`config.mk`:
```
export PLATFORM = sky130hd
export DESIGN_NAME = pfs_fault_bank
export DESIGN_NICKNAME = d
export VERILOG_FILES = /design/src/hdl/pfs_pkg.sv /design/src/hdl/pfs_drain_timer.sv /design/src/hdl/pfs_fault_bank.sv
export SDC_FILE = /design/constraint.sdc
export NUM_CORES = 1
export LEC_CHECK = 0
export BUFFER_PORTS_ARGS = -buffer_cell sky130_fd_sc_hd__buf_2
export CAP_MARGIN = 20
export CORE_MARGIN = 5
export CORE_UTILIZATION = 38
export CTS_BUF_LIST = sky130_fd_sc_hd__clkbuf_4
export CTS_CLUSTER_DIAMETER = 150
export DETAILED_ROUTE_END_ITERATION = 12
export SETUP_SLACK_MARGIN = 0.5
export SLEW_MARGIN = 25
export SYNTH_ARGS = -nofsm -noshare
export SYNTH_HDL_FRONTEND = slang
export SYNTH_SLANG_ARGS = --single-unit
```
`constraint.sdc`:
```
create_clock -name clk -period 2.17 [get_ports clk]
set_input_delay 0.434 -clock clk [delete_from_list [all_inputs] [get_ports clk]]
set_output_delay 0.434 -clock clk [all_outputs]
set_load 0.02 [all_outputs]
```
`src/hdl/pfs_pkg.sv`:
```
// Purpose: constants for the port fault status flag bank
// Assumes: one 25 MHz core clock, register bytes reached by offset
// Notes:   offsets, bit positions, reset values and timing counts live here
package pfs_pkg;
   // register offsets (byte address on the internal register port)
   localparam logic [7:0] PFS_OFS_POWER_STATUS = 8'h1e;
   localparam logic [7:0] PFS_OFS_FAULT        = 8'h1f;
   localparam logic [7:0] PFS_OFS_EXT_STATUS   = 8'h20;
   localparam logic [7:0] PFS_OFS_COMMAND      = 8'h23;
   // fault_flags bit positions
   localparam int PFS_B_IF_ERR    = 0;
   localparam int PFS_B_VCONN_OC  = 1;
   localparam int PFS_B_BUS_OV    = 2;
   localparam int PFS_B_BUS_OC    = 3;
   localparam int PFS_B_FORCE_F   = 4;
   localparam int PFS_B_AUTO_F    = 5;
   // W1C flags occupy bits 5..0, bits 7..6 read zero here
   localparam logic [7:0] PFS_FAULT_W1C_MASK = 8'h3f;
   localparam logic [7:0] PFS_FAULT_RESET    = 8'h00;
   // extended status: safe-zero in bit 0, resets to one
   localparam int         PFS_B_SAFE0        = 0;
   localparam logic [7:0] PFS_EXT_RESET      = 8'h01;
   // power status bit holding the sensing-active flag, resets to one
   localparam int         PFS_B_SENSING      = 3;
   // command codes
   localparam logic [7:0] PFS_CMD_WAKE           = 8'h11;
   localparam logic [7:0] PFS_CMD_STOP_SENSING   = 8'h22;
   localparam logic [7:0] PFS_CMD_START_SENSING  = 8'h33;
   localparam logic [7:0] PFS_CMD_STOP_INTAKE    = 8'h44;
   localparam logic [7:0] PFS_CMD_START_INTAKE   = 8'h55;
   localparam logic [7:0] PFS_CMD_STOP_SUPPLY    = 8'h66;
   localparam logic [7:0] PFS_CMD_SUPPLY_BASE    = 8'h77;
   localparam logic [7:0] PFS_CMD_SUPPLY_RAISED  = 8'h88;
   localparam logic [7:0] PFS_CMD_LOOK4CONN      = 8'h99;
   localparam logic [7:0] PFS_CMD_RX_ONE_MORE    = 8'haa;
   localparam logic [7:0] PFS_CMD_ROLE_SWAP_SIG  = 8'hcc;
   localparam logic [7:0] PFS_CMD_RESET_TX_BUF   = 8'hdd;
   localparam logic [7:0] PFS_CMD_RESET_RX_BUF   = 8'hee;
   localparam logic [7:0] PFS_CMD_I2C_IDLE       = 8'hff;
   // transmit request types exempt from the short-buffer check
   localparam logic [2:0] PFS_TX_HARD_RESET = 3'h5;
   localparam logic [2:0] PFS_TX_CABLE_RST  = 3'h6;
   localparam logic [2:0] PFS_TX_BIST_MODE2 = 3'h7;
   localparam int         PFS_TX_MIN_BYTES  = 2;
   // drain time allowance in ms and its cycle count at 25 MHz
   localparam int PFS_CLK_HZ            = 25_000_000;
   localparam int PFS_DRAIN_TIME_MS     = 650;
   localparam int PFS_DRAIN_CYCLES      = PFS_DRAIN_TIME_MS * (PFS_CLK_HZ / 1000);
endpackage

```
`src/hdl/pfs_drain_timer.sv`:
```
// Purpose: watches one discharge request against the drain time allowance
// Assumes: request and safe-zero level synchronous to clk
// Notes:   fail pulses once per unbroken drain (request held, bus above safe zero) that outlives the allowance
`timescale 1ns/1ns
`default_nettype none
module pfs_drain_timer #(
   parameter int LIMIT = 16
) (
   input  wire logic clk,
   input  wire logic arst_n,
   input  wire logic request,
   input  wire logic safe0,
   output logic      fail
);
   import pfs_pkg::*;
   localparam int CW = $clog2(LIMIT + 1);
   logic [CW-1:0] count;
   logic          done;
   wire           running = request && !safe0 && !done;
   wire           expire  = running && (count == CW'(LIMIT - 1));
   ////////////////////////////////////////////////////////////////
   // count while draining; reaching safe zero or dropping the request rearms
   always_ff @(posedge clk or negedge arst_n) begin
      if (!arst_n) begin
         count <= '0;
         done  <= 1'b0;
         fail  <= 1'b0;
      end else begin
         count <= running ? count + CW'(1) : '0;
         done  <= (request && !safe0) ? (done | expire) : 1'b0;
         fail  <= expire;
      end
   end
endmodule
`default_nettype wire

```
`src/hdl/pfs_fault_bank.sv`:
```
// Purpose: fault status flags, extended safe-zero status and sensing state
// Assumes: register port strobes are single-cycle and synchronous to clk
// Notes:   W1C clears lose to a same-cycle set or a persisting condition
`timescale 1ns/1ns
`default_nettype none
module pfs_fault_bank #(
   parameter int DRAIN_CYCLES = pfs_pkg::PFS_DRAIN_CYCLES
) (
   input  wire logic       clk,
   input  wire logic       arst_n,
   input  wire logic       reg_wr,
   input  wire logic [7:0] reg_addr,
   input  wire logic [7:0] reg_wdata,
   output logic [7:0]      reg_rdata,
   input  wire logic       discharge_on_detach_enable,
   input  wire logic       detached,
   input  wire logic       forced_bus_drain,
   input  wire logic       bus_below_safe0,
   input  wire logic       bus_current_limit,
   input  wire logic       bus_overvoltage,
   input  wire logic       vconn_overcurrent,
   input  wire logic       sourcing_bus,
   input  wire logic       sinking_bus,
   input  wire logic       tx_request,
   input  wire logic [2:0] tx_type,
   input  wire logic [7:0] tx_buf_count,
   input  wire logic       tx_count_mismatch,
   input  wire logic       conn_invalid,
   output logic [7:0]      fault_flags,
   output logic            bus_sensing_active,
   output logic            safe0_flag
);
   import pfs_pkg::*;

   logic [7:0] extended_vbus_status;
   logic       conn_invalid_q;
   logic       auto_fail;
   logic       force_fail;
   logic [7:0] next_fault;
   logic [7:0] next_rdata;

   ////////////////////////////////////////////////////////////////
   // write decode
   wire fault_wr   = reg_wr && (reg_addr == PFS_OFS_FAULT);
   wire cmd_wr     = reg_wr && (reg_addr == PFS_OFS_COMMAND);
   wire [7:0] w1c  = fault_wr ? (reg_wdata & PFS_FAULT_W1C_MASK) : 8'h00;
   wire powered    = sourcing_bus || sinking_bus;

   // command validity
   wire cmd_known  = (reg_wdata == PFS_CMD_WAKE)          ||
                     (reg_wdata == PFS_CMD_STOP_SENSING)  ||
                     (reg_wdata == PFS_CMD_START_SENSING) ||
                     (reg_wdata == PFS_CMD_STOP_INTAKE)   ||
                     (reg_wdata == PFS_CMD_START_INTAKE)  ||
                     (reg_wdata == PFS_CMD_STOP_SUPPLY)   ||
                     (reg_wdata == PFS_CMD_SUPPLY_BASE)   ||
                     (reg_wdata == PFS_CMD_LOOK4CONN)     ||
                     (reg_wdata == PFS_CMD_RX_ONE_MORE)   ||
                     (reg_wdata == PFS_CMD_RESET_TX_BUF)  ||
                     (reg_wdata == PFS_CMD_RESET_RX_BUF)  ||
                     (reg_wdata == PFS_CMD_I2C_IDLE);
   // raised supply and role swap are decoded but treated as invalid
   wire err_cmd_bad   = cmd_wr && !cmd_known;
   wire err_stop_sens = cmd_wr && (reg_wdata == PFS_CMD_STOP_SENSING) && powered;
   wire err_intake    = cmd_wr && (reg_wdata == PFS_CMD_START_INTAKE) && sourcing_bus;
   wire err_base      = cmd_wr && (reg_wdata == PFS_CMD_SUPPLY_BASE) && sinking_bus;
   wire stop_sens_ok  = cmd_wr && (reg_wdata == PFS_CMD_STOP_SENSING) && !powered;
   wire start_sens    = cmd_wr && (reg_wdata == PFS_CMD_START_SENSING);

   // transmit checks; resets and carrier mode are exempt from the short-buffer check only
   wire tx_exempt  = (tx_type == PFS_TX_HARD_RESET) || (tx_type == PFS_TX_CABLE_RST) ||
                     (tx_type == PFS_TX_BIST_MODE2);
   wire err_tx_short = tx_request && !tx_exempt &&
                       (tx_buf_count < 8'(PFS_TX_MIN_BYTES));
   wire err_tx_count = tx_request && tx_count_mismatch;
   // only the entry into the invalid state counts as an event
   wire err_conn     = conn_invalid && !conn_invalid_q;

   wire err_any = err_cmd_bad || err_stop_sens || err_intake || err_base ||
                  err_tx_short || err_tx_count || err_conn;

   ////////////////////////////////////////////////////////////////
   // discharge watchdogs share one timer design
   pfs_drain_timer #(.LIMIT(DRAIN_CYCLES)) u_auto_timer (
      .clk     (clk),
      .arst_n  (arst_n),
      .request (discharge_on_detach_enable && detached),
      .safe0   (bus_below_safe0),
      .fail    (auto_fail)
   );
   pfs_drain_timer #(.LIMIT(DRAIN_CYCLES)) u_force_timer (
      .clk     (clk),
      .arst_n  (arst_n),
      .request (forced_bus_drain),
      .safe0   (bus_below_safe0),
      .fail    (force_fail)
   );

   ////////////////////////////////////////////////////////////////
   // set wins over clear; live conditions hold their flag against W1C
   wire [7:0] set_vec = {2'b00, auto_fail, force_fail, bus_current_limit,
                         bus_overvoltage, vconn_overcurrent, err_any};
   assign next_fault = ((fault_flags & ~w1c) | set_vec) & PFS_FAULT_W1C_MASK;

   // safe-zero only tracks the bus while sensing is on
   wire next_safe0 = bus_sensing_active ? bus_below_safe0 : safe0_flag;
   assign extended_vbus_status = {7'h00, safe0_flag};

   // read mux; unmapped offsets read zero
   assign next_rdata =
      (reg_addr == PFS_OFS_FAULT)        ? fault_flags :
      (reg_addr == PFS_OFS_EXT_STATUS)   ? extended_vbus_status :
      (reg_addr == PFS_OFS_POWER_STATUS) ? {4'h0, bus_sensing_active, 3'h0} : 8'h00;

   ////////////////////////////////////////////////////////////////
   // flag and status registers
   always_ff @(posedge clk or negedge arst_n) begin
      if (!arst_n) begin
         fault_flags    <= PFS_FAULT_RESET;
         safe0_flag     <= PFS_EXT_RESET[PFS_B_SAFE0];
         conn_invalid_q <= 1'b0;
         reg_rdata      <= 8'h00;
      end else begin
         fault_flags    <= next_fault;
         safe0_flag     <= next_safe0;
         conn_invalid_q <= conn_invalid;
         reg_rdata      <= next_rdata;
      end
   end

   // sensing enable; powered stop requests are dropped
   always_ff @(posedge clk or negedge arst_n) begin
      if (!arst_n) begin
         bus_sensing_active <= 1'b1;
      end else if (stop_sens_ok) begin
         bus_sensing_active <= 1'b0;
      end else if (start_sens) begin
         bus_sensing_active <= 1'b1;
      end
   end

   ////////////////////////////////////////////////////////////////
   // checks
   property p_ocp_sticky;
      @(posedge clk) disable iff (!arst_n)
      bus_current_limit |=> fault_flags[PFS_B_BUS_OC];
   endproperty
   a_ocp_sticky: assert property (p_ocp_sticky) else $error("bus oc flag lost");

   property p_ov_sticky;
      @(posedge clk) disable iff (!arst_n)
      (bus_overvoltage && fault_wr) |=> fault_flags[PFS_B_BUS_OV];
   endproperty
   a_ov_sticky: assert property (p_ov_sticky) else $error("ov flag cleared");

   property p_vconn_sticky;
      @(posedge clk) disable iff (!arst_n)
      vconn_overcurrent |=> fault_flags[PFS_B_VCONN_OC];
   endproperty
   a_vconn_sticky: assert property (p_vconn_sticky) else $error("vconn flag lost");

   property p_bad_cmd;
      @(posedge clk) disable iff (!arst_n)
      (cmd_wr && (reg_wdata == PFS_CMD_ROLE_SWAP_SIG)) |=> fault_flags[PFS_B_IF_ERR];
   endproperty
   a_bad_cmd: assert property (p_bad_cmd) else $error("role swap not flagged");

   property p_stop_powered;
      @(posedge clk) disable iff (!arst_n)
      (err_stop_sens && bus_sensing_active) |=> bus_sensing_active && fault_flags[PFS_B_IF_ERR];
   endproperty
   a_stop_powered: assert property (p_stop_powered) else $error("stop sensing misled");

   property p_reserved;
      @(posedge clk) disable iff (!arst_n)
      fault_flags[7:6] == 2'b00;
   endproperty
   a_reserved: assert property (p_reserved) else $error("reserved bit set");

   property p_w1c;
      @(posedge clk) disable iff (!arst_n)
      (fault_wr && reg_wdata[PFS_B_BUS_OC] && !bus_current_limit)
      |=> !fault_flags[PFS_B_BUS_OC];
   endproperty
   a_w1c: assert property (p_w1c) else $error("w1c did not clear");

   property p_safe0;
      @(posedge clk) disable iff (!arst_n)
      bus_sensing_active |=> safe0_flag == $past(bus_below_safe0);
   endproperty
   a_safe0: assert property (p_safe0) else $error("safe zero mismatch");

   property p_force_fail;
      @(posedge clk) disable iff (!arst_n)
      force_fail |=> fault_flags[PFS_B_FORCE_F];
   endproperty
   a_force_fail: assert property (p_force_fail) else $error("force fail lost");

   ////////////////////////////////////////////////////////////////
   // further views; tx, conn, read and safe-zero hold checks use the ports, the rest use auto_fail, cmd_wr or fault_wr
   property p_auto_fail;
      @(posedge clk) disable iff (!arst_n)
      auto_fail |=> fault_flags[PFS_B_AUTO_F];
   endproperty
   a_auto_fail: assert property (p_auto_fail) else $error("auto fail lost");

   property p_tx_short;
      @(posedge clk) disable iff (!arst_n)
      (tx_request && (tx_type < PFS_TX_HARD_RESET) && (tx_buf_count < 8'(PFS_TX_MIN_BYTES)))
      |=> fault_flags[PFS_B_IF_ERR];
   endproperty
   a_tx_short: assert property (p_tx_short) else $error("short tx not flagged");

   property p_tx_count;
      @(posedge clk) disable iff (!arst_n)
      (tx_request && tx_count_mismatch) |=> fault_flags[PFS_B_IF_ERR];
   endproperty
   a_tx_count: assert property (p_tx_count) else $error("count mismatch not flagged");

   property p_conn;
      @(posedge clk) disable iff (!arst_n)
      $rose(conn_invalid) |=> fault_flags[PFS_B_IF_ERR];
   endproperty
   a_conn: assert property (p_conn) else $error("invalid state not flagged");

   property p_raised_cmd;
      @(posedge clk) disable iff (!arst_n)
      (cmd_wr && (reg_wdata == PFS_CMD_SUPPLY_RAISED)) |=> fault_flags[PFS_B_IF_ERR];
   endproperty
   a_raised_cmd: assert property (p_raised_cmd) else $error("raised supply accepted");

   property p_intake;
      @(posedge clk) disable iff (!arst_n)
      (cmd_wr && (reg_wdata == PFS_CMD_START_INTAKE) && sourcing_bus) |=> fault_flags[PFS_B_IF_ERR];
   endproperty
   a_intake: assert property (p_intake) else $error("intake while supplying");

   property p_base;
      @(posedge clk) disable iff (!arst_n)
      (cmd_wr && (reg_wdata == PFS_CMD_SUPPLY_BASE) && sinking_bus) |=> fault_flags[PFS_B_IF_ERR];
   endproperty
   a_base: assert property (p_base) else $error("base supply while sinking");

   property p_stop_ok;
      @(posedge clk) disable iff (!arst_n)
      (cmd_wr && (reg_wdata == PFS_CMD_STOP_SENSING) && !sourcing_bus && !sinking_bus)
      |=> !bus_sensing_active;
   endproperty
   a_stop_ok: assert property (p_stop_ok) else $error("stop sensing ignored");

   property p_start_sens;
      @(posedge clk) disable iff (!arst_n)
      (cmd_wr && (reg_wdata == PFS_CMD_START_SENSING)) |=> bus_sensing_active;
   endproperty
   a_start_sens: assert property (p_start_sens) else $error("start sensing ignored");

   property p_safe0_hold;
      @(posedge clk) disable iff (!arst_n)
      !bus_sensing_active |=> $stable(safe0_flag);
   endproperty
   a_safe0_hold: assert property (p_safe0_hold) else $error("safe zero moved");

   property p_ext_read;
      @(posedge clk) disable iff (!arst_n)
      (reg_addr == PFS_OFS_EXT_STATUS) |=> (reg_rdata[7:1] == 7'h00);
   endproperty
   a_ext_read: assert property (p_ext_read) else $error("ext reserved bits set");

   property p_fault_read;
      @(posedge clk) disable iff (!arst_n)
      (reg_addr == PFS_OFS_FAULT) |=> (reg_rdata == $past(fault_flags));
   endproperty
   a_fault_read: assert property (p_fault_read) else $error("fault readback wrong");

   property p_zero_write;
      @(posedge clk) disable iff (!arst_n)
      (fault_wr && !reg_wdata[PFS_B_BUS_OV] && fault_flags[PFS_B_BUS_OV])
      |=> fault_flags[PFS_B_BUS_OV];
   endproperty
   a_zero_write: assert property (p_zero_write) else $error("zero write cleared");

   property p_clr_ov;
      @(posedge clk) disable iff (!arst_n)
      (fault_wr && reg_wdata[PFS_B_BUS_OV] && !bus_overvoltage) |=> !fault_flags[PFS_B_BUS_OV];
   endproperty
   a_clr_ov: assert property (p_clr_ov) else $error("ov clear failed");

   property p_clr_vconn;
      @(posedge clk) disable iff (!arst_n)
      (fault_wr && reg_wdata[PFS_B_VCONN_OC] && !vconn_overcurrent)
      |=> !fault_flags[PFS_B_VCONN_OC];
   endproperty
   a_clr_vconn: assert property (p_clr_vconn) else $error("vconn clear failed");
endmodule
`default_nettype wire

```
==> results.md <==
- Status: finished clean
- Seq/Total Area, Yosys: 50.2%
- R2R Path Start: u_force_timer.count[19]
- Overall power: 2110 uW
- Initial core utilization: 38.8%
- Max-slew violation count: 0
- Critical path type: reg2reg
- Synth Cell Area: 3350 sq um
- Die height: 104 microns
- Hold_sp: conn_invalid
- Largest fanout on the critical path: 4
- Via count: 2,655
- CP Depth: 5
- Die span in x: 104 microns
- Critical path endpoint category: register
- Synthesized instance count: 337
- CP required: 2.51 ns
- Hold Crit Class: in2reg
- Final hold vios: 0
- Layout cells sized above 1: 24.9%
- Die area: 10,800 sq um
- Worst reg2reg path endpoint: u_force_timer.done
- P_leak: 0.00174 uW
- Ratio of final minimum period to clock period: 74.2%
- Via density per instance: 5.13
- Gr usage total: 13.7%
- Synth warn: 0
- Measured slew at the worst slew-check pin: 0.576 ns
- Pre-antenna DRT Iters: 7
- Gr ovfl total: 0
- 1st-iter DRT viols: 135
- Final cell count without fillers: 518
- Place WS: 0.433 ns
- Clk root buf: clkbuf_4
- Top delay family on crit path: simple AND/OR/NAND/NOR gates
- Max Cap Viol: 0
- Wirelength per Cell: 13.8 microns
- Crit-path cells: or4bb_1 -> nor3_2 -> and4_1 -> nor2_1 -> nor3b_1
- Max Buffers Root-to-Sink: 2
- First-pass GRT wire length: 12.4 mm
- N_diodes: 0
- Critical path buffer and inverter count: 0
- Fmax: 621 MHz
- Worst clock skew: 0.0153 ns
- Dominant synthesized flop cell: dfrtp_1
- Startpoint Class: register
- Core area: 8640 sq um
- Async SR Flop Fraction: 100%
- Worst path slowest cell: or4bb_1
- R2r setup slk: 0.56 ns
- DRT Wirelength: 7.12 mm
- Final HPWL DP: 5.04 mm
- Number of global-route vias before repair: 2,586
- Count leader, synth: nor2_1
- Final setup fails: 0
- Hold Path Depth: 1
- Critical Path AT: 1.95 ns
- Clock transition at the registers of the reported paths: 0.12 ns
- RSZ-0062 raised after global routing: true
- Antenna Violating Nets Remaining: 0
- Clk_lat worst skew: 0.42 ns
- Maximum vdd drop: 0.000202 V
- Post-synth top cells: 66 x nor2_1, 65 x dfrtp_1, 30 x xor2_1
- Post-synth EDFFs: 0
- Slew margin rel.: 61.3%
- Area leader, netlist: dfrtp_1
- CTS Sinks: 67
- H-tree Lvls: 3
- Post-layout min period: 1.61 ns
- Slowest Stage Delay on Critical Path: 0.54 ns
- Worst Hold Path EP: conn_invalid_q
- Area Growth Syn to Fin: 19.3%
- # DRC: 0
- Average size of a mapped cell: 9.93 sq um
- Area share of the largest cell type after synthesis: 48.6%
- # nets final: 449
- Buffers on Ports: 54
- Pwr Density: 529 nW/um^2
- Synth top area cells: dfrtp_1 49%, xor2_1 7.9%, nor2_1 7.4%
- Antenna violations before repair: 0
- Dpl cells: 496
- Gpl congestion: 0.840
- Inserted Clock Buffers: 9
- Largest net degree at the start of global routing: 68
- I/O Pins: 60
- CTS tree: yes
- FF-to-FF path depth: 5
- Final WS setup: 0.561 ns
- Site Rows: 34
- Setup tns final: 0 ns
- #FFs+latches synth: 67
- Synth cell types: 48
==> registers in the layout (all words and copies together), names as in the netlist <==
signal,cells
u_auto_timer.done,1
reg_rdata,6
safe0_flag,1
u_force_timer.fail,1
u_auto_timer.count,24
u_force_timer.count,24
u_force_timer.done,1
fault_flags,6
bus_sensing_active,1
u_auto_timer.fail,1
conn_invalid_q,1
==> final cells by class <==
class | count | area, sq um
inverters | 7 | 26.3
multi-input cells | 255 | 1660
repair buffers | 65 | 368
clock inverters | 5 | 40.0
well taps | 108 | 135
fillers | 849 | 4640
flip-flops and latches | 67 | 1680
clock buffers | 11 | 82.6
==> cell families (layout without fill, tap and decap cells) <==
kind of cell / after synthesis / after routing / synth area share (%)
and+or+nand+nor: 182 / 182 / 29.8
DFF: 67 / 67 / 50.2
xor gates and xnor gates: 44 / 44 / 11.5
AOI/OAI and AO/OA: 21 / 21 / 4.52
buffers and inverters: 18 / 88 / 2.54
adders and majority gates: 2 / 2 / 0.748
muxes: 2 / 2 / 0.636
other: 1 / 4 / 0.112
==> cells in the final DEF (no fill, tap or decap), drive strengths merged, types with 2 or more instances in the layout <==
master,n
nor2,66
dfrtp,65
buf,64
xor2,30
nand2,29
nand3,18
nand4,17
xnor2,14
clkbuf,11
and4,10
nor4,10
nor3,8
inv,7
and2,6
and3,5
nor4b,5
a21o,5
conb,4
o21ai,3
clkinvlp,3
or3,2
a21oi,2
nor3b,2
o211ai,2
a31oi,2
dfstp,2
clkinv,2
ha,2
==> what timing repair did <==
item	CTS	global route
endpoints found under the hold margin	9	0
pin swaps	1	9
resized for setup	0	15
cloned	0	0
endpoints found under the setup margin	5	19
setup buffers	0	5
hold buffers	1	0
==> worst max-delay path by stage <==
stage | startpoint | end
finish | u_force_timer.count[19] | u_force_timer.done
global route | u_auto_timer.count[2] | u_auto_timer.count[21]
CTS | u_force_timer.count[6] | u_force_timer.count[22]
detailed placement | reg_addr[2] | bus_sensing_active
global placement | u_force_timer.count[0] | u_force_timer.count[22]
floorplan | reg_addr[0] | fault_flags[0]
==> worst register-to-register path, stage by stage, from the launching register on <==
cell	delay, ns
dfrtp_1	0.43
or4bb_1	0.54
nor3_2	0.13
and4_1	0.22
nor2_1	0.05
nor3b_1	0.16
==> through the flow <==
stage               cell area (sq um)  util, %  hold slack, ns
floorplan                        3360        -           0.138
global placement                 3750     43.5           0.418
detailed placement               3750     43.5           0.414
CTS                              3890     45.0           0.115
global route                     3990     46.2           0.125
finish                           3990     46.2           0.144
==> power breakdown <==
part | internal, uW | total, uW | switching, uW
registers | 1250 | 1260 | 3.03
clock network | 264 | 725 | 460
logic | 47.4 | 133 | 85.4
==> metal layers <==
layer	up-vias	wire length, microns	GRT usage (%)
met5	-	0	0
met4	0	121	5.64
met3	10	551	4.66
met2	88	3020	19.9
met1	1247	3430	18.8
li1	1310	-	-
Power figures use the tool's default switching activity.
